`config.mk`:
```
export PLATFORM = sky130hd
export DESIGN_NAME = lbg_guard_regs
export DESIGN_NICKNAME = d
export VERILOG_FILES = /design/src/common/lbg_pkg.sv /design/src/hw/lbg_guard_regs.sv /design/src/hw/lbg_timer.sv
export SDC_FILE = /design/constraint.sdc
export NUM_CORES = 1
export LEC_CHECK = 0
export ABC_AREA = 0
export CAP_MARGIN = 30
export CELL_PAD_IN_SITES_DETAIL_PLACEMENT = 0
export CELL_PAD_IN_SITES_GLOBAL_PLACEMENT = 1
export CORE_MARGIN = 2
export CORE_UTILIZATION = 40
export CTS_CLUSTER_DIAMETER = 60
export DETAILED_ROUTE_END_ITERATION = 10
export DONT_BUFFER_PORTS = 1
export PLACE_DENSITY = 0.78
export SLEW_MARGIN = 0
export SYNTH_ARGS = -nofsm -noshare
export SYNTH_HDL_FRONTEND = slang
export SYNTH_SLANG_ARGS = --single-unit
```
`constraint.sdc`:
```
create_clock -name sys_clk -period 4.2 [get_ports sys_clk]
set_input_delay 0.42 -clock sys_clk [delete_from_list [all_inputs] [get_ports sys_clk]]
set_output_delay 0.42 -clock sys_clk [all_outputs]
set_load 0.005 [all_outputs]
```
`src/common/lbg_pkg.sv`:
```
package lbg_pkg;

  // register port addresses
  localparam logic [7:0] ADDR_GUARD_CTRL  = 8'h0D;
  localparam logic [7:0] ADDR_REC_TIMER   = 8'h0E;
  localparam logic [7:0] ADDR_WDT_KICK    = 8'h16;
  localparam logic [7:0] ADDR_GUARD_STAT  = 8'h18;

  // field positions
  localparam int GUARD_EN_BIT    = 7;
  localparam int THR_MSB         = 6;
  localparam int THR_LSB         = 2;
  localparam int HYS_MSB         = 1;
  localparam int HYS_LSB         = 0;
  localparam int TMR_MSB         = 1;
  localparam int TMR_LSB         = 0;
  localparam int KICK_BIT        = 0;
  localparam int FLAG_BIT        = 7;

  // reset values
  localparam logic [7:0] GUARD_CTRL_RST = 8'h00;
  localparam logic [1:0] REC_TIMER_RST  = 2'h0;
  localparam logic [7:0] RD_ZERO        = 8'h00;

  // threshold decode: base plus a third of 100 mV per code
  localparam logic [12:0] THR_BASE_MV  = 13'h0960;
  localparam logic [12:0] THR_STEP_NUM = 13'h0064;
  localparam logic [12:0] THR_STEP_DEN = 13'h0003;
  localparam logic [4:0]  THR_TOP_CODE = 5'h1E;
  localparam logic [4:0]  THR_ALL_ONES = 5'h1F;

  // hysteresis codes and sizes
  localparam logic [1:0]  HYS_100      = 2'h0;
  localparam logic [1:0]  HYS_200      = 2'h1;
  localparam logic [1:0]  HYS_OFF      = 2'h3;
  localparam logic [12:0] HYS_100_MV   = 13'h0064;
  localparam logic [12:0] HYS_200_MV   = 13'h00C8;

  // recovery timer codes
  localparam logic [1:0]  TMR_SHORT    = 2'h0;
  localparam logic [1:0]  TMR_LONG     = 2'h1;

  // timing
  localparam longint CLK_PERIOD_PS   = 4000;
  localparam longint REC_SHORT_PS    = 250000000;
  localparam longint REC_LONG_PS     = 500000000;
  localparam longint WDT_STEP_S      = 4;
  localparam longint PS_PER_S        = 1000000000000;
  localparam longint REC_SHORT_CYC   = REC_SHORT_PS / CLK_PERIOD_PS;
  localparam longint REC_LONG_CYC    = REC_LONG_PS / CLK_PERIOD_PS;
  localparam longint WDT_STEP_CYC    = WDT_STEP_S * PS_PER_S
                                       / CLK_PERIOD_PS;

endpackage : lbg_pkg

```
`src/hw/lbg_guard_regs.sv`:
```
`timescale 1ns/1ns
// How it works
// - guard acts only while enable bit set
// - threshold code maps to 33mV steps, capped
// - hysteresis 100mV, 200mV, or never restore
// - recovery timer code selects 0.25ms or 0.5ms
// - kick restarts watchdog, bit self clears
// - all fields and reserved bits reset zero
// - guard, timer and kick registers readable, writable
// - watchdog timeout 4, 8, 12 or 16 s
// - event flag latched, cleared by status read
module lbg_guard_regs
  import lbg_pkg::*;
#(
  parameter logic [31:0] REC_SHORT_CYCLES = 32'(REC_SHORT_CYC),
  parameter logic [31:0] REC_LONG_CYCLES  = 32'(REC_LONG_CYC),
  parameter logic [31:0] WDT_STEP_CYCLES  = 32'(WDT_STEP_CYC)
) (
  input  wire logic        sys_clk,
  input  wire logic        reset_n,
  input  wire logic [7:0]  reg_addr,
  input  wire logic [7:0]  reg_wdata,
  input  wire logic        reg_wr_en,
  input  wire logic        reg_rd_en,
  output logic      [7:0]  reg_rdata,
  input  wire logic [11:0] battery_mv,
  input  wire logic [1:0]  watchdog_period,
  output logic             flash_reduce,
  output logic             watchdog_expired
);

  logic        rst_meta_ff;
  logic        rst_sync_ff;
  logic [11:0] batt_meta_ff;
  logic [11:0] batt_ff;
  logic [7:0]  ctrl_ff;
  logic [1:0]  tmr_ff;
  logic        kick_ff;
  logic        flag_ff;
  logic        reduce_ff;
  logic        expired_ff;
  logic [7:0]  rdata_ff;

  always_ff @(posedge sys_clk or negedge reset_n) begin
    if (!reset_n) begin
      rst_meta_ff <= 1'b0;
      rst_sync_ff <= 1'b0;
    end else begin
      rst_meta_ff <= 1'b1;
      rst_sync_ff <= rst_meta_ff;
    end
  end

  // adc word is assumed to settle well before two clocks pass
  always_ff @(posedge sys_clk or negedge rst_sync_ff) begin
    if (!rst_sync_ff) begin
      batt_meta_ff <= '0;
      batt_ff      <= '0;
    end else begin
      batt_meta_ff <= battery_mv;
      batt_ff      <= batt_meta_ff;
    end
  end

  // register decode
  wire sel_ctrl = (reg_addr == ADDR_GUARD_CTRL);
  wire sel_tmr  = (reg_addr == ADDR_REC_TIMER);
  wire sel_kick = (reg_addr == ADDR_WDT_KICK);
  wire sel_stat = (reg_addr == ADDR_GUARD_STAT);
  wire wr_ctrl  = reg_wr_en && sel_ctrl;
  wire wr_tmr   = reg_wr_en && sel_tmr;
  wire wr_kick  = reg_wr_en && sel_kick && reg_wdata[KICK_BIT];
  wire rd_stat  = reg_rd_en && sel_stat;

  wire       guard_en = ctrl_ff[GUARD_EN_BIT];
  wire [4:0] thr_code = ctrl_ff[THR_MSB:THR_LSB];
  wire [1:0] hys_code = ctrl_ff[HYS_MSB:HYS_LSB];

  // two top codes share the highest level
  wire [4:0]  thr_sat = (thr_code == THR_ALL_ONES) ? THR_TOP_CODE
                                                   : thr_code;
  wire [12:0] thr_mv  = THR_BASE_MV
                        + ({8'h00, thr_sat} * THR_STEP_NUM)
                        / THR_STEP_DEN;
  // reserved hysteresis code falls back to the smaller step
  wire [12:0] hys_mv  = (hys_code == HYS_200) ? HYS_200_MV
                                              : HYS_100_MV;
  wire [12:0] batt13  = {1'b0, batt_ff};
  wire        below   = batt13 < thr_mv;
  wire        above   = batt13 > (thr_mv + hys_mv);
  wire        can_restore = (hys_code != HYS_OFF);

  // reserved timer codes use the short period
  wire [31:0] rec_load = ((tmr_ff == TMR_LONG) ? REC_LONG_CYCLES
                                               : REC_SHORT_CYCLES)
                         - 32'h1;
  wire        rec_run  = guard_en && reduce_ff && above && can_restore;
  wire        rec_done;

  lbg_timer #(.W(32)) u_rec_timer (
    .clk     (sys_clk),
    .rst_n   (rst_sync_ff),
    .restart (!rec_run),
    .load    (rec_load),
    .done    (rec_done)
  );

  // 16 s needs the full 32 bits, so widen before the product
  // the multiplier needs a third bit or code 11 would wrap to zero
  wire [2:0]  wdt_mult = {1'b0, watchdog_period} + 3'h1;
  wire [33:0] wdt_prod = {2'b00, WDT_STEP_CYCLES} * {31'h0, wdt_mult};
  wire [31:0] wdt_load = wdt_prod[31:0] - 32'h1;
  wire        wdt_done;

  lbg_timer #(.W(32)) u_wdt_timer (
    .clk     (sys_clk),
    .rst_n   (rst_sync_ff),
    .restart (kick_ff),
    .load    (wdt_load),
    .done    (wdt_done)
  );

  wire       nxt_reduce = guard_en
                          && ((below || reduce_ff) && !rec_done);
  wire       flag_set   = guard_en && below;
  wire       nxt_flag   = flag_set || (flag_ff && !rd_stat);
  wire       nxt_kick   = wr_kick;
  wire       nxt_expired = wdt_done && !kick_ff;
  wire [7:0] nxt_rdata  = sel_ctrl ? ctrl_ff
                        : sel_tmr  ? {6'h00, tmr_ff}
                        : sel_kick ? {7'h00, kick_ff}
                        : sel_stat ? {flag_ff, 7'h00}
                        : RD_ZERO;

  always_ff @(posedge sys_clk or negedge rst_sync_ff) begin
    if (!rst_sync_ff) begin
      ctrl_ff <= GUARD_CTRL_RST;
      tmr_ff  <= REC_TIMER_RST;
    end else begin
      if (wr_ctrl) begin
        ctrl_ff <= reg_wdata;
      end
      if (wr_tmr) begin
        tmr_ff <= reg_wdata[TMR_MSB:TMR_LSB];
      end
    end
  end

  always_ff @(posedge sys_clk or negedge rst_sync_ff) begin
    if (!rst_sync_ff) begin
      kick_ff    <= 1'b0;
      flag_ff    <= 1'b0;
      reduce_ff  <= 1'b0;
      expired_ff <= 1'b0;
      rdata_ff   <= RD_ZERO;
    end else begin
      kick_ff    <= nxt_kick;
      flag_ff    <= nxt_flag;
      reduce_ff  <= nxt_reduce;
      expired_ff <= nxt_expired;
      if (reg_rd_en) begin
        rdata_ff <= nxt_rdata;
      end
    end
  end

  assign reg_rdata        = rdata_ff;
  assign flash_reduce     = reduce_ff;
  assign watchdog_expired = expired_ff;
endmodule : lbg_guard_regs

```
`src/hw/lbg_timer.sv`:
```
`timescale 1ns/1ns
module lbg_timer #(
  parameter int W = 32
) (
  input  wire logic         clk,
  input  wire logic         rst_n,
  input  wire logic         restart,
  input  wire logic [W-1:0] load,
  output logic              done
);

  logic [W-1:0] cnt_ff;
  logic [W-1:0] nxt_cnt;
  wire          at_zero = (cnt_ff == '0);

  // restart reloads; otherwise count down and park at zero
  assign nxt_cnt = restart ? load : (at_zero ? cnt_ff : cnt_ff - 1'b1);
  assign done    = at_zero && !restart;

  always_ff @(posedge clk or negedge rst_n) begin
    if (!rst_n) begin
      cnt_ff <= '0;
    end else begin
      cnt_ff <= nxt_cnt;
    end
  end

endmodule : lbg_timer
```
Word-level counts from Yosys, hierarchy flattened:

Cells that the tools add are included.

* add/sub/neg operators: 7
* multiply operators: 2
* div/mod/pow operators: 1
* $lt $le $gt $ge: 2
* equality and inequality tests: 10
* multiplexer cells: 11
* reduce and logical (&&, ||, !) cells: 22

Operators with widths (number)
* 32-bit 2-to-1 mux: 4
* 32-bit by 1-bit subtractor with 32-bit output (second input constant): 3
* 32-bit zero test: 2
* 8-bit 2-to-1 mux: 5
* 32-bit by 3-bit multiplier with 32-bit output (first input constant): 1
* 17-bit by 1-bit subtractor with 18-bit output (second input constant): 1
* 17-bit 2-to-1 mux: 1
* 8-bit by 4-bit == test with 1-bit output (second input constant): 2
* 8-bit by 5-bit == test with 1-bit output (second input constant): 2
* 1-bit logical AND: 15
* 12-bit by 13-bit adder with 13-bit output (first input constant): 1
* 13-bit by 8-bit adder with 13-bit output: 1
* 12-bit by 2-bit divider with 13-bit output (second input constant): 1
* 12-bit by 13-bit > comparator with 1-bit output: 1
* 12-bit by 13-bit less-than comparator with 1-bit output: 1
* 5-bit by 5-bit multiplier with 10-bit output (second input constant): 1
* 2-bit inequality test (second input constant): 3
* 5-bit == test (second input constant): 1
* 5-bit 2-to-1 mux: 1
* 2-bit by 1-bit == test with 1-bit output (second input constant): 2
* 2-bit by 1-bit adder with 3-bit output (second input constant): 1
* 1-bit zero test: 3
* 1-bit logical OR: 2

* bits in registers: 112
* input port bits: 34
* output and inout port bits: 10
* word-level logic and storage cells: 68

Longest topological paths before layout:

Gate-level depths: netlist of the first run.

* depth in word-level cells: 13
* gate-level depth with buffers: 44
* depth with buffers taken out: 42

By module:

From an unflattened synthesis of the first run, not the netlist that was laid out.

* cells, all modules: 1067
* area total of the unflattened synthesis: 9477.8 um^2

Modules (own cells, without submodules)
* lbg_guard_regs: times used 1, cells an instance 649, area each 5539.1 um^2, sequential area each 1201.2 um^2
* lbg_timer: times used 2, cells an instance 209, area each 1969.4 um^2, sequential area each 800.8 um^2

Least setup slack after synthesis of the first run:

OpenSTA, ideal clock, no wires.

* path type: reg-to-reg
* from: register ctrl_ff[3]
* to: register u_rec_timer.cnt_ff[10]
* library setup time: 83 ps
* arrival: 7888 ps
* required time: 4117 ps
* path slack: -3770 ps
* cell stages (with the launch flop): 43
* buffers on the path: 3
* clock period less this slack: 7970 ps
* cells stage by stage: dfrtp_1 > clkbuf_8 > inv_1 > o41a_2 > inv_1 > ha_1 > inv_1 > ha_1 > ha_1 > inv_1 > fa_1 > and3b_1 > o211a_1 > buf_6 > nor3_2 > o21ai_2 > nand3_4 > a21oi_4 > (+7 left out) > mux2i_1 > ha_1 > nand2_1 > mux2_2 > or4b_1 > a211o_1 > ha_1 > nor2b_1 > o21a_1 > o21ai_0 > nand2b_1 > a21oi_1 > o21ai_0 > nand2b_1 > a221oi_1 > nand2_2 > or2_1 > o21ai_0

* cells in the longest elaborated chain, start to end: 10
* elaborated cells on any way between the ends: 11
* classes of those cells: add/sub (2); mul (1); div (1); order compare (1); eq/ne (2); mux (2); reduce/logical (2)

RTL lines
* start: declaration: RTL line lbg_guard_regs.sv:36 `logic [7:0] ctrl_ff;`
* start signal: assignment: RTL line lbg_guard_regs.sv:141 `ctrl_ff <= reg_wdata;`
* 5-bit == test: RTL line lbg_guard_regs.sv:80 `wire [4:0] thr_sat = (thr_code == THR_ALL_ONES) ? THR_TOP_CODE`
* 5-bit 2-to-1 mux (*): RTL line lbg_guard_regs.sv:80
* 5-bit by 5-bit multiplier with 10-bit output (*): RTL line lbg_guard_regs.sv:83 `+ ({8'h00, thr_sat} * THR_STEP_NUM)`
* 12-bit by 2-bit divider with 13-bit output (*): RTL line lbg_guard_regs.sv:84 `/ THR_STEP_DEN;`
* 12-bit by 13-bit adder with 13-bit output (*): RTL line lbg_guard_regs.sv:83
* 13-bit by 8-bit adder with 13-bit output (*): RTL line lbg_guard_regs.sv:90 `wire above = batt13 > (thr_mv + hys_mv);`
* 12-bit by 13-bit > comparator with 1-bit output (*): RTL line lbg_guard_regs.sv:90
* 1-bit logical AND (*) (2 in series): RTL line lbg_guard_regs.sv:97 `wire rec_run = guard_en && reduce_ff && above && can_restore;`
* 2-bit inequality test (no source line) or 32-bit 2-to-1 mux (tied branches)
* end signal: assignment: RTL line lbg_timer.sv:24 `cnt_ff <= nxt_cnt;`
* end: declaration: RTL line lbg_timer.sv:12 `logic [W-1:0] cnt_ff;`

Every way passes the cells marked *; elsewhere a longest branch is shown, timed or not.
A chain may end at the register's enable or synchronous reset.

Worst setup path after layout of the first run:

* from: register ctrl_ff[6]
* to: register u_rec_timer.cnt_ff[10]

Same word-level chain as after synthesis.

==> results.sh, run 1 <==
export IMPL_die_w_microns=146
export IMPL_routed_wl_microns=19900
export IMPL_dr_pass1_iters=5
export IMPL_grtUsageTotal_pct=19.4
export IMPL_min_path_type="in -> reg"
export IMPL_grt_pass1_wl_microns=34000
export IMPL_total_power_uw=3260
export IMPL_grt_ovfl_total=0
export IMPL_n_fill_cell=1885
export IMPL_die_height_microns=146
export IMPL_clockBufferDepth=2
export IMPL_multi_input_area_sq_um=5230
export IMPL_period_share_pct=172
export IMPL_fin_util_pct=50.4
export IMPL_muxShareOfSynthArea_pct=2.74
export IMPL_yosysSeqAreaShare_pct=34.5
export IMPL_io_buffers=0
export IMPL_async_flop_share_pct=100
export IMPL_synth_compound_area_share_pct=18.3
export IMPL_grt_pass1_vias=6845
export IMPL_die_area_sq_um=21500
export IMPL_clkSinkCount=112
export IMPL_fin_setup_tns_ps=-99980
export IMPL_synth_edf_count=0
export IMPL_setup_viol=34
export IMPL_drive_above_1_share_pct=27.5
export IMPL_cts_made_buffers=9
export IMPL_syn_cell_area_sq_um=8120
export IMPL_yosys_area_share_simple_pct=19.9
export IMPL_antenna_found_initial=2
export IMPL_viasPerCell=5.22
export IMPL_final_cell_mix="buf_4, dfrtp_1, nor2_1, nand2_1, ha_1"
export IMPL_placedCellCount=1268
export IMPL_row_count=52
export IMPL_worstPathArrival_ps=7520
export IMPL_regArea_sq_um=2810
export IMPL_drc=0
export IMPL_power_leakage_uw=0.00425
export IMPL_endpoint_kind="register"
export IMPL_crit_type="reg -> reg"
export IMPL_hpwl_microns=15100
export IMPL_clock_latency_ps=360
export IMPL_tightest_slew_ps=891
export IMPL_outcome="complete, but fails checks"
export IMPL_irDropWorstVdd_mv=0.252
export IMPL_cts_root_buf="clkbuf_16"
export IMPL_final_antenna_net_count=0
export IMPL_syn_inst=887
export IMPL_drt_iter0_markers=329
export IMPL_start_util_pct=40.4
export IMPL_holdWs_ps=81.8
export IMPL_final_common_cell="buf_4"
export IMPL_relSlewSlack_pct=40.6
export IMPL_ys_warn_count=0
export IMPL_required_ps=4490
export IMPL_cellPowerDensity_nw_per_um2=322
export IMPL_start_kind="register"
export IMPL_dr_total_vias=6837
export IMPL_synthesis_nets=991
export IMPL_synth_ff_type="dfrtp_1"
export IMPL_ys_ff_latch=112
export IMPL_worst_clock_skew_ps=6.14
export IMPL_synthXorXnorAreaFrac_pct=9.15
export IMPL_stdcell_count=1309
export IMPL_hold_violations=0
export IMPL_crit_slowest_cell="or4b_4"
export IMPL_crit_top_cell="inv_2"
export IMPL_globalplace_congestion=0.848
export IMPL_drv_cap=0
export IMPL_crit_fanout=5
export IMPL_wl_per_cell_microns=15.2
export IMPL_finalCriticalPeriod_ps=7230
export IMPL_coreArea_sq_um=20100
export IMPL_worst_slack_ps=-3030
export IMPL_critPathMaxStageDelay_ps=530
export IMPL_clk_pin_slew_ps=70
export IMPL_htree_num_levels=3
export IMPL_fin_nets=1136
export IMPL_maxSlewViolCount=0
export IMPL_ys_types=96
export IMPL_synth_top_family_by_area="simple AND/OR/NAND/NOR gates"
export IMPL_max_freq_ghz=0.138
export IMPL_worst_path_buf_inv=7
export IMPL_boundaryPins=44
export IMPL_failed_checks="setup timing"
export IMPL_rsz0062_at_grt="yes"
export IMPL_yosys_area_share_adder_pct=11.0
export IMPL_syn_area_per_cell_sq_um=9.16
export IMPL_grt_max_degree=72
export IMPL_cts_tree="done"
export IMPL_cp_top_family="compound AO/OA/AOI/OAI gates"
export IMPL_area_growth_pct=24.7
-- layer usage --
layer | wire length [microns] | GRT usage, % | vias up
met2 | 9430 | 31.6 | 94
met1 | 9430 | 26.3 | 3244
li1 | - | - | 3472
met3 | 611 | 2.88 | 27
met4 | 478 | 7.04 | 0
met5 | 0 | 0 | -
-- cell usage after synthesis (all sizes together) (7+ instances only) --
| cell type | number | area [sq um] |
|---|---|---|
| nor2b | 7 | 43.8 |
| nand3 | 24 | 138 |
| mux2 | 15 | 173 |
| o21ai | 55 | 309 |
| a21oi | 41 | 231 |
| o21a | 13 | 98.9 |
| clkbuf | 23 | 106 |
| a31oi | 16 | 106 |
| a21o | 12 | 100 |
| nand2b | 13 | 81.3 |
| or3 | 11 | 68.8 |
| nor3 | 39 | 216 |
| nor4 | 20 | 125 |
| o31ai | 10 | 88.8 |
| inv | 43 | 161 |
| nand2 | 76 | 288 |
| xor2 | 24 | 210 |
| buf | 10 | 83.8 |
| nor2 | 79 | 299 |
| ha | 68 | 851 |
| xnor2 | 60 | 533 |
| dfrtp | 112 | 2800 |
-- path summary, 6_finish.rpt --
kind,startpoint,endpoint,slack [ps],depth (start not counted)
max,ctrl_ff[6],u_rec_timer.cnt_ff[10],-3030,40
min,battery_mv[3],batt_meta_ff[3],80,0
max reg2reg,ctrl_ff[6],u_rec_timer.cnt_ff[10],-3030,40
min reg2reg,batt_meta_ff[5],batt_ff[5],350,0
max in group asynchronous,rst_sync_ff,batt_meta_ff[4],3080,1
min in group asynchronous,reset_n,rst_sync_ff,280,1
-- area by class of cell --
| class | instances | share of cell area (%) |
|---|---|---|
| multi-input combinational | 699 | 51.6 |
| sequential | 112 | 27.7 |
| timing repair buffer | 167 | 12.5 |
| tap | 270 | 3.33 |
| clock buffer | 11 | 2.50 |
| inverter | 43 | 1.67 |
| clock inverter | 5 | 0.605 |
| antenna | 2 | 0.0494 |
-- worst reg2reg max path: cells and delay by family, from the launching register on --
kind	cells	cell delay [ps]
compound gates	11	2080
simple gates	11	2030
fa+ha+maj	7	1420
mux	3	690
buf+inv	7	440
flops	1	370
xor+xnor	1	140
-- kinds of logic (layout without fill, tap and decap cells) --
kind of cell    Yosys count  count (layout)
compound gates          209             209
xor+xnor                 84              84
buf+inv                  76             226
mux                      20              20
fa+ha+maj                70              70
simple gates            314             314
other cells               2               4
flops                   112             112
-- timing repair --
item	CTS	global route
endpoints found under the hold margin	2	0
endpoints found under the setup margin	34	34
buffers inserted	17	5
gates resized for setup	28	15
pin swaps	32	15
hold buffers	1	0
-- state kept, by name, summed over array words and instances, names as in the netlist, 2 cells and up --
| signal | flops |
|---|---|
| batt_ff | 12 |
| tmr_ff | 2 |
| ctrl_ff | 8 |
| u_rec_timer.cnt_ff | 32 |
| u_wdt_timer.cnt_ff | 32 |
| reg_rdata | 8 |
| batt_meta_ff | 12 |
-- power by group --
part	total (uW)	switching, uW	internal (uW)
sequential	1210	61.3	1150
clock	908	407	501
combinational	1140	549	592
-- per-stage QoR --
| step | setup slack (ps) | area (sq um) |
|---|---|---|
| 6_report | -3030 | 10100 |
| 5_1_grt | -3350 | 10100 |
| 4_1_cts | -2980 | 10000 |
| 3_5_place_dp | -3280 | 9430 |
| 3_3_place_gp | -3100 | 9430 |
| 2_1_floorplan | -3280 | 8200 |
(Power assumes the default switching activity.)
==> run 2: changes to the inputs <==
Settings changed: TNS_END_PERCENT from default to 5.
==> results.sh, run 2 (same netlist as run 1, synthesis figures left out) <==
export IMPL_outcome="complete, but fails checks"
export IMPL_failed_checks="setup timing"
export IMPL_dr_pass1_iters=5
export IMPL_routed_wl_microns=20000
export IMPL_cts_root_buf="clkbuf_16"
export IMPL_irDropWorstVdd_mv=0.293
export IMPL_tightest_slew_ps=771
export IMPL_crit_type="reg -> reg"
export IMPL_worst_path_buf_inv=7
export IMPL_clk_pin_slew_ps=70
export IMPL_crit_top_cell="inv_2"
export IMPL_grt_ovfl_total=0
export IMPL_worstPathArrival_ps=7420
export IMPL_fin_setup_tns_ps=-97550
export IMPL_boundaryPins=44
export IMPL_max_freq_ghz=0.140
export IMPL_endpoint_kind="register"
export IMPL_hold_violations=0
export IMPL_largestRegisters="u_rec_timer.cnt_ff (32), u_wdt_timer.cnt_ff (32)"
export IMPL_rsz0062_at_grt="yes"
export IMPL_timing_reg2reg_setup_slack_ps=-2950
export IMPL_power_leakage_uw=0.00424
export IMPL_cp_top_family="compound AO/OA/AOI/OAI gates"
export IMPL_drive_above_1_share_pct=26.4
export IMPL_grt_pass1_wl_microns=34200
export IMPL_crit_fanout=5
export IMPL_clkSinkCount=112
export IMPL_drv_cap=0
export IMPL_cts_tree="done"
export IMPL_drc=0
export IMPL_worst_slack_ps=-2950
export IMPL_area_growth_pct=23.9
export IMPL_coreArea_sq_um=20100
export IMPL_io_buffers=0
export IMPL_wl_per_cell_microns=15.3
export IMPL_grt_pass1_vias=6899
export IMPL_worst_clock_skew_ps=7.44
export IMPL_grt_max_degree=77
export IMPL_globalplace_congestion=0.856
export IMPL_cellPowerDensity_nw_per_um2=320
export IMPL_clock_latency_ps=350
export IMPL_drt_iter0_markers=273
export IMPL_worstSetupEndpoint="u_rec_timer.cnt_ff[2]"
export IMPL_final_area_sq_um=10100
export IMPL_antenna_found_initial=1
export IMPL_relSlewSlack_pct=48.4
export IMPL_row_count=52
export IMPL_fin_nets=1135
export IMPL_cts_made_buffers=9
export IMPL_final_antenna_net_count=0
export IMPL_hpwl_microns=15200
export IMPL_maxSlewViolCount=0
export IMPL_die_height_microns=146
export IMPL_required_ps=4470
export IMPL_die_area_sq_um=21500
export IMPL_r2r_end="u_rec_timer.cnt_ff[2]"
export IMPL_grtUsageTotal_pct=19.5
export IMPL_htree_num_levels=3
export IMPL_dr_total_vias=6835
export IMPL_startpoint="ctrl_ff[3]"
export IMPL_viasPerCell=5.23
export IMPL_die_w_microns=146
export IMPL_clockBufferDepth=2
export IMPL_cp_depth=40
export IMPL_final_common_cell="buf_4"
export IMPL_placed_cell_area_sq_um=9480
export IMPL_setup_viol=34
export IMPL_start_util_pct=40.4
export IMPL_critPathMaxStageDelay_ps=510
export IMPL_place_ws_ps=-3320
export IMPL_period_share_pct=170
export IMPL_finalCriticalPeriod_ps=7150
export IMPL_min_path_type="in -> reg"
export IMPL_regToRegStartpoint="ctrl_ff[3]"
export IMPL_holdWs_ps=86.9
export IMPL_final_cell_mix="buf_4, dfrtp_1, nand2_1, nor2_1, ha_1"
export IMPL_rr_worst_depth=40
export IMPL_crit_slowest_cell="o41a_4"
export IMPL_start_kind="register"
run 2: changes by cell type in the layout (fill, tap and decap cells not counted), moves of 2 or more:
cell | previous run | this run
nor2_1 | 76 | 73
inv_6 | 3 | 1
o21ai_2 | 4 | 2
nor2_2 | 1 | 5
buf_4 | 163 | 161
clkbuf_1 | 0 | 2
ha_1 | 60 | 62
o21ai_1 | 5 | 7
run 2: worst min-delay path by stage:
stage | to | slack (ps) | depth (start not counted) | start
after global placement | rst_meta_ff | 120 | 0 | reset_n
after global routing | batt_meta_ff[11] | 70 | 0 | battery_mv[11]
final | batt_meta_ff[10] | 90 | 0 | battery_mv[10]
after detailed placement | rst_meta_ff | 120 | 0 | reset_n
after floorplan | rst_meta_ff | 120 | 0 | reset_n
after CTS | batt_meta_ff[2] | 70 | 0 | battery_mv[2]
run 2: timing repair:
| item | in CTS | in global routing |
|---|---|---|
| hold buffers | 1 | 0 |
| pin swaps | 27 | 4 |
| gates resized for setup | 25 | 7 |
| setup buffers | 10 | 3 |
| cloned | 1 | 0 |
| setup endpoints to repair | 34 | 34 |
| endpoints found under the hold margin | 2 | 0 |
run 2: per-stage QoR:
step | total power (uW) | utilization (%) | instances
after global placement | 2300 | 47.1 | 1274
after floorplan | 1950 | - | 887
final | 3220 | 50.1 | 1307
after detailed placement | 2320 | 47.1 | 1274
after CTS | 3240 | 49.7 | 1302
after global routing | 3450 | 50.0 | 1306
run 2: metal layers:
metal	track usage, %	vias up	wire length, microns
met1	26.4	3275	9690
met3	2.81	15	426
li1	-	3471	-
met5	0	-	0
met4	5.19	0	314
met2	32.7	74	9600
run 2: power breakdown:
part           internal (uW)  total (uW)  switching (uW)
clock                    482         875             393
sequential              1150        1210            61.8
combinational            585        1130             549
run 2: layout make-up:
cell class,count,area (sq um)
Clock inverter,4,52.6
Tap cell,270,338
Multi-Input combinational cell,700,5180
Inverter,43,166
Sequential cell,112,2810
Fill cell,1878,10000
Clock buffer,12,246
Antenna cell,1,2.50
Timing Repair Buffer,165,1270
==> run 3: changes to the inputs <==
Settings changed: REMOVE_ABC_BUFFERS from default to 1.
==> results.sh, run 3 (same netlist as run 1, synthesis figures left out) <==
export IMPL_die_w_microns=146
export IMPL_worst_clock_skew_ps=8.81
export IMPL_drv_cap=0
export IMPL_drt_iter0_markers=347
export IMPL_area_growth_pct=26.3
export IMPL_maxSlewViolCount=0
export IMPL_final_common_cell="buf_4"
export IMPL_hpwl_microns=15000
export IMPL_fin_util_pct=51.0
export IMPL_dr_total_vias=6939
export IMPL_relSlewSlack_pct=51.0
export IMPL_cts_made_buffers=9
export IMPL_rsz0062_at_grt="yes"
export IMPL_coreArea_sq_um=20100
export IMPL_drc=0
export IMPL_endpoint_kind="register"
export IMPL_crit_top_cell="ha_4"
export IMPL_clock_latency_ps=370
export IMPL_row_count=52
export IMPL_cts_tree="done"
export IMPL_start_util_pct=40.4
export IMPL_grt_pass1_vias=6894
export IMPL_grt_ovfl_total=0
export IMPL_io_buffers=0
export IMPL_drive_above_1_share_pct=28.3
export IMPL_grt_pass1_wl_microns=33600
export IMPL_largestRegisters="u_rec_timer.cnt_ff (32), u_wdt_timer.cnt_ff (32)"
export IMPL_irDropWorstVdd_mv=0.208
export IMPL_finalCriticalPeriod_ps=7230
export IMPL_failed_checks="setup timing"
export IMPL_fin_setup_tns_ps=-99550
export IMPL_holdWs_ps=74.9
export IMPL_antenna_cells=0
export IMPL_placed_cell_area_sq_um=9430
export IMPL_final_antenna_net_count=0
export IMPL_die_height_microns=146
export IMPL_grtUsageTotal_pct=19.1
export IMPL_tightest_slew_ps=728
export IMPL_hold_violations=0
export IMPL_power_leakage_uw=0.00430
export IMPL_cellPowerDensity_nw_per_um2=320
export IMPL_cts_root_buf="clkbuf_16"
export IMPL_min_path_type="in -> reg"
export IMPL_outcome="complete, but fails checks"
export IMPL_dr_pass1_iters=5
export IMPL_period_share_pct=172
export IMPL_total_power_uw=3280
export IMPL_worstPathArrival_ps=7520
export IMPL_fin_nets=1145
export IMPL_routed_wl_microns=20100
export IMPL_grt_max_degree=47
export IMPL_start_kind="register"
export IMPL_worst_slack_ps=-3030
export IMPL_antenna_found_initial=0
export IMPL_clkSinkCount=112
export IMPL_crit_slowest_cell="o41a_4"
export IMPL_boundaryPins=44
export IMPL_htree_num_levels=3
export IMPL_clockBufferDepth=2
export IMPL_setup_viol=34
export IMPL_die_area_sq_um=21500
export IMPL_viasPerCell=5.27
export IMPL_crit_fanout=7
export IMPL_globalplace_congestion=0.873
export IMPL_crit_type="reg -> reg"
export IMPL_critPathMaxStageDelay_ps=490
export IMPL_wl_per_cell_microns=15.2
export IMPL_required_ps=4490
export IMPL_final_area_sq_um=10300
export IMPL_max_freq_ghz=0.138
export IMPL_clk_pin_slew_ps=80
export IMPL_final_cell_mix="buf_4, dfrtp_1, nor2_1, nand2_1, xnor2_1"
==> run 3: changes by cell type in the layout (fill, tap and decap cells not counted), moves of 2 or more <==
cell,change
nor2_2,-3
clkbuf_1,-2
ha_1,-5
clkinv_4,+2
buf_6,+2
nor2_1,+3
buf_4,+8
inv_8,+2
nand2_1,-2
ha_4,+4
==> run 3: path summary, 6_finish.rpt <==
kind	from	to	slack, ps	depth (start not counted)
worst min-delay path	battery_mv[1]	batt_meta_ff[1]	70	0
worst min register to register	rst_sync_ff	batt_meta_ff[8]	280	0
max in group asynchronous	rst_sync_ff	kick_ff	2850	2
min in group asynchronous	rst_sync_ff	batt_meta_ff[8]	280	0
worst max register to register	ctrl_ff[4]	u_rec_timer.cnt_ff[10]	-3030	39
worst max-delay path	ctrl_ff[4]	u_rec_timer.cnt_ff[10]	-3030	39
==> run 3: final cells by class <==
type                       count  area (sq um)
inverter                      43           169
clock buffer                   9           225
clock inverter                 7          87.6
sequential                   112          2810
fill                        1850          9850
tap                          270           338
timing repair buffer         176          1370
multi-input combinational    699          5260
==> run 3: per-layer routing <==
| layer | wire (microns) | global-route usage [%] | vias up |
|---|---|---|---|
| met2 | 9830 | 32.9 | 108 |
| met5 | 0 | 0 | - |
| met1 | 9240 | 24.8 | 3316 |
| li1 | - | - | 3492 |
| met3 | 528 | 2.53 | 23 |
| met4 | 470 | 6.80 | 0 |
==> run 3: report_power, final <==
| group | leakage, uW | switching (uW) | internal [uW] |
|---|---|---|---|
| logic | 0.00282 | 552 | 612 |
| clock network | 0.000154 | 423 | 477 |
| registers | 0.00132 | 69.5 | 1150 |
| total | 0.00430 | 1040 | 2240 |
==> run 3: repair_timing <==
item | CTS | global route
hold endpoints to repair | 2 | 0
gates cloned | 0 | 0
setup endpoints to repair | 34 | 34
setup buffers | 19 | 6
pin swaps | 36 | 37
hold buffers | 1 | 0
resized for setup | 39 | 31
==> run 3: worst max-delay path, delay by kind of cell (launching register included) <==
kind            cells  cell delay, ps
buf+inv             6             530
compound gates     13            2340
mux                 2             570
fa+ha+maj           7            1420
flops               1             370
simple gates       11            1910
==> run 3: stage by stage <==
stage | setup slack (ps) | std cells
global placement | -3310 | 1274
floorplan | -4040 | 854
global route | -3450 | 1316
finish | -3030 | 1316
CTS | -3110 | 1310
detailed placement | -3440 | 1275
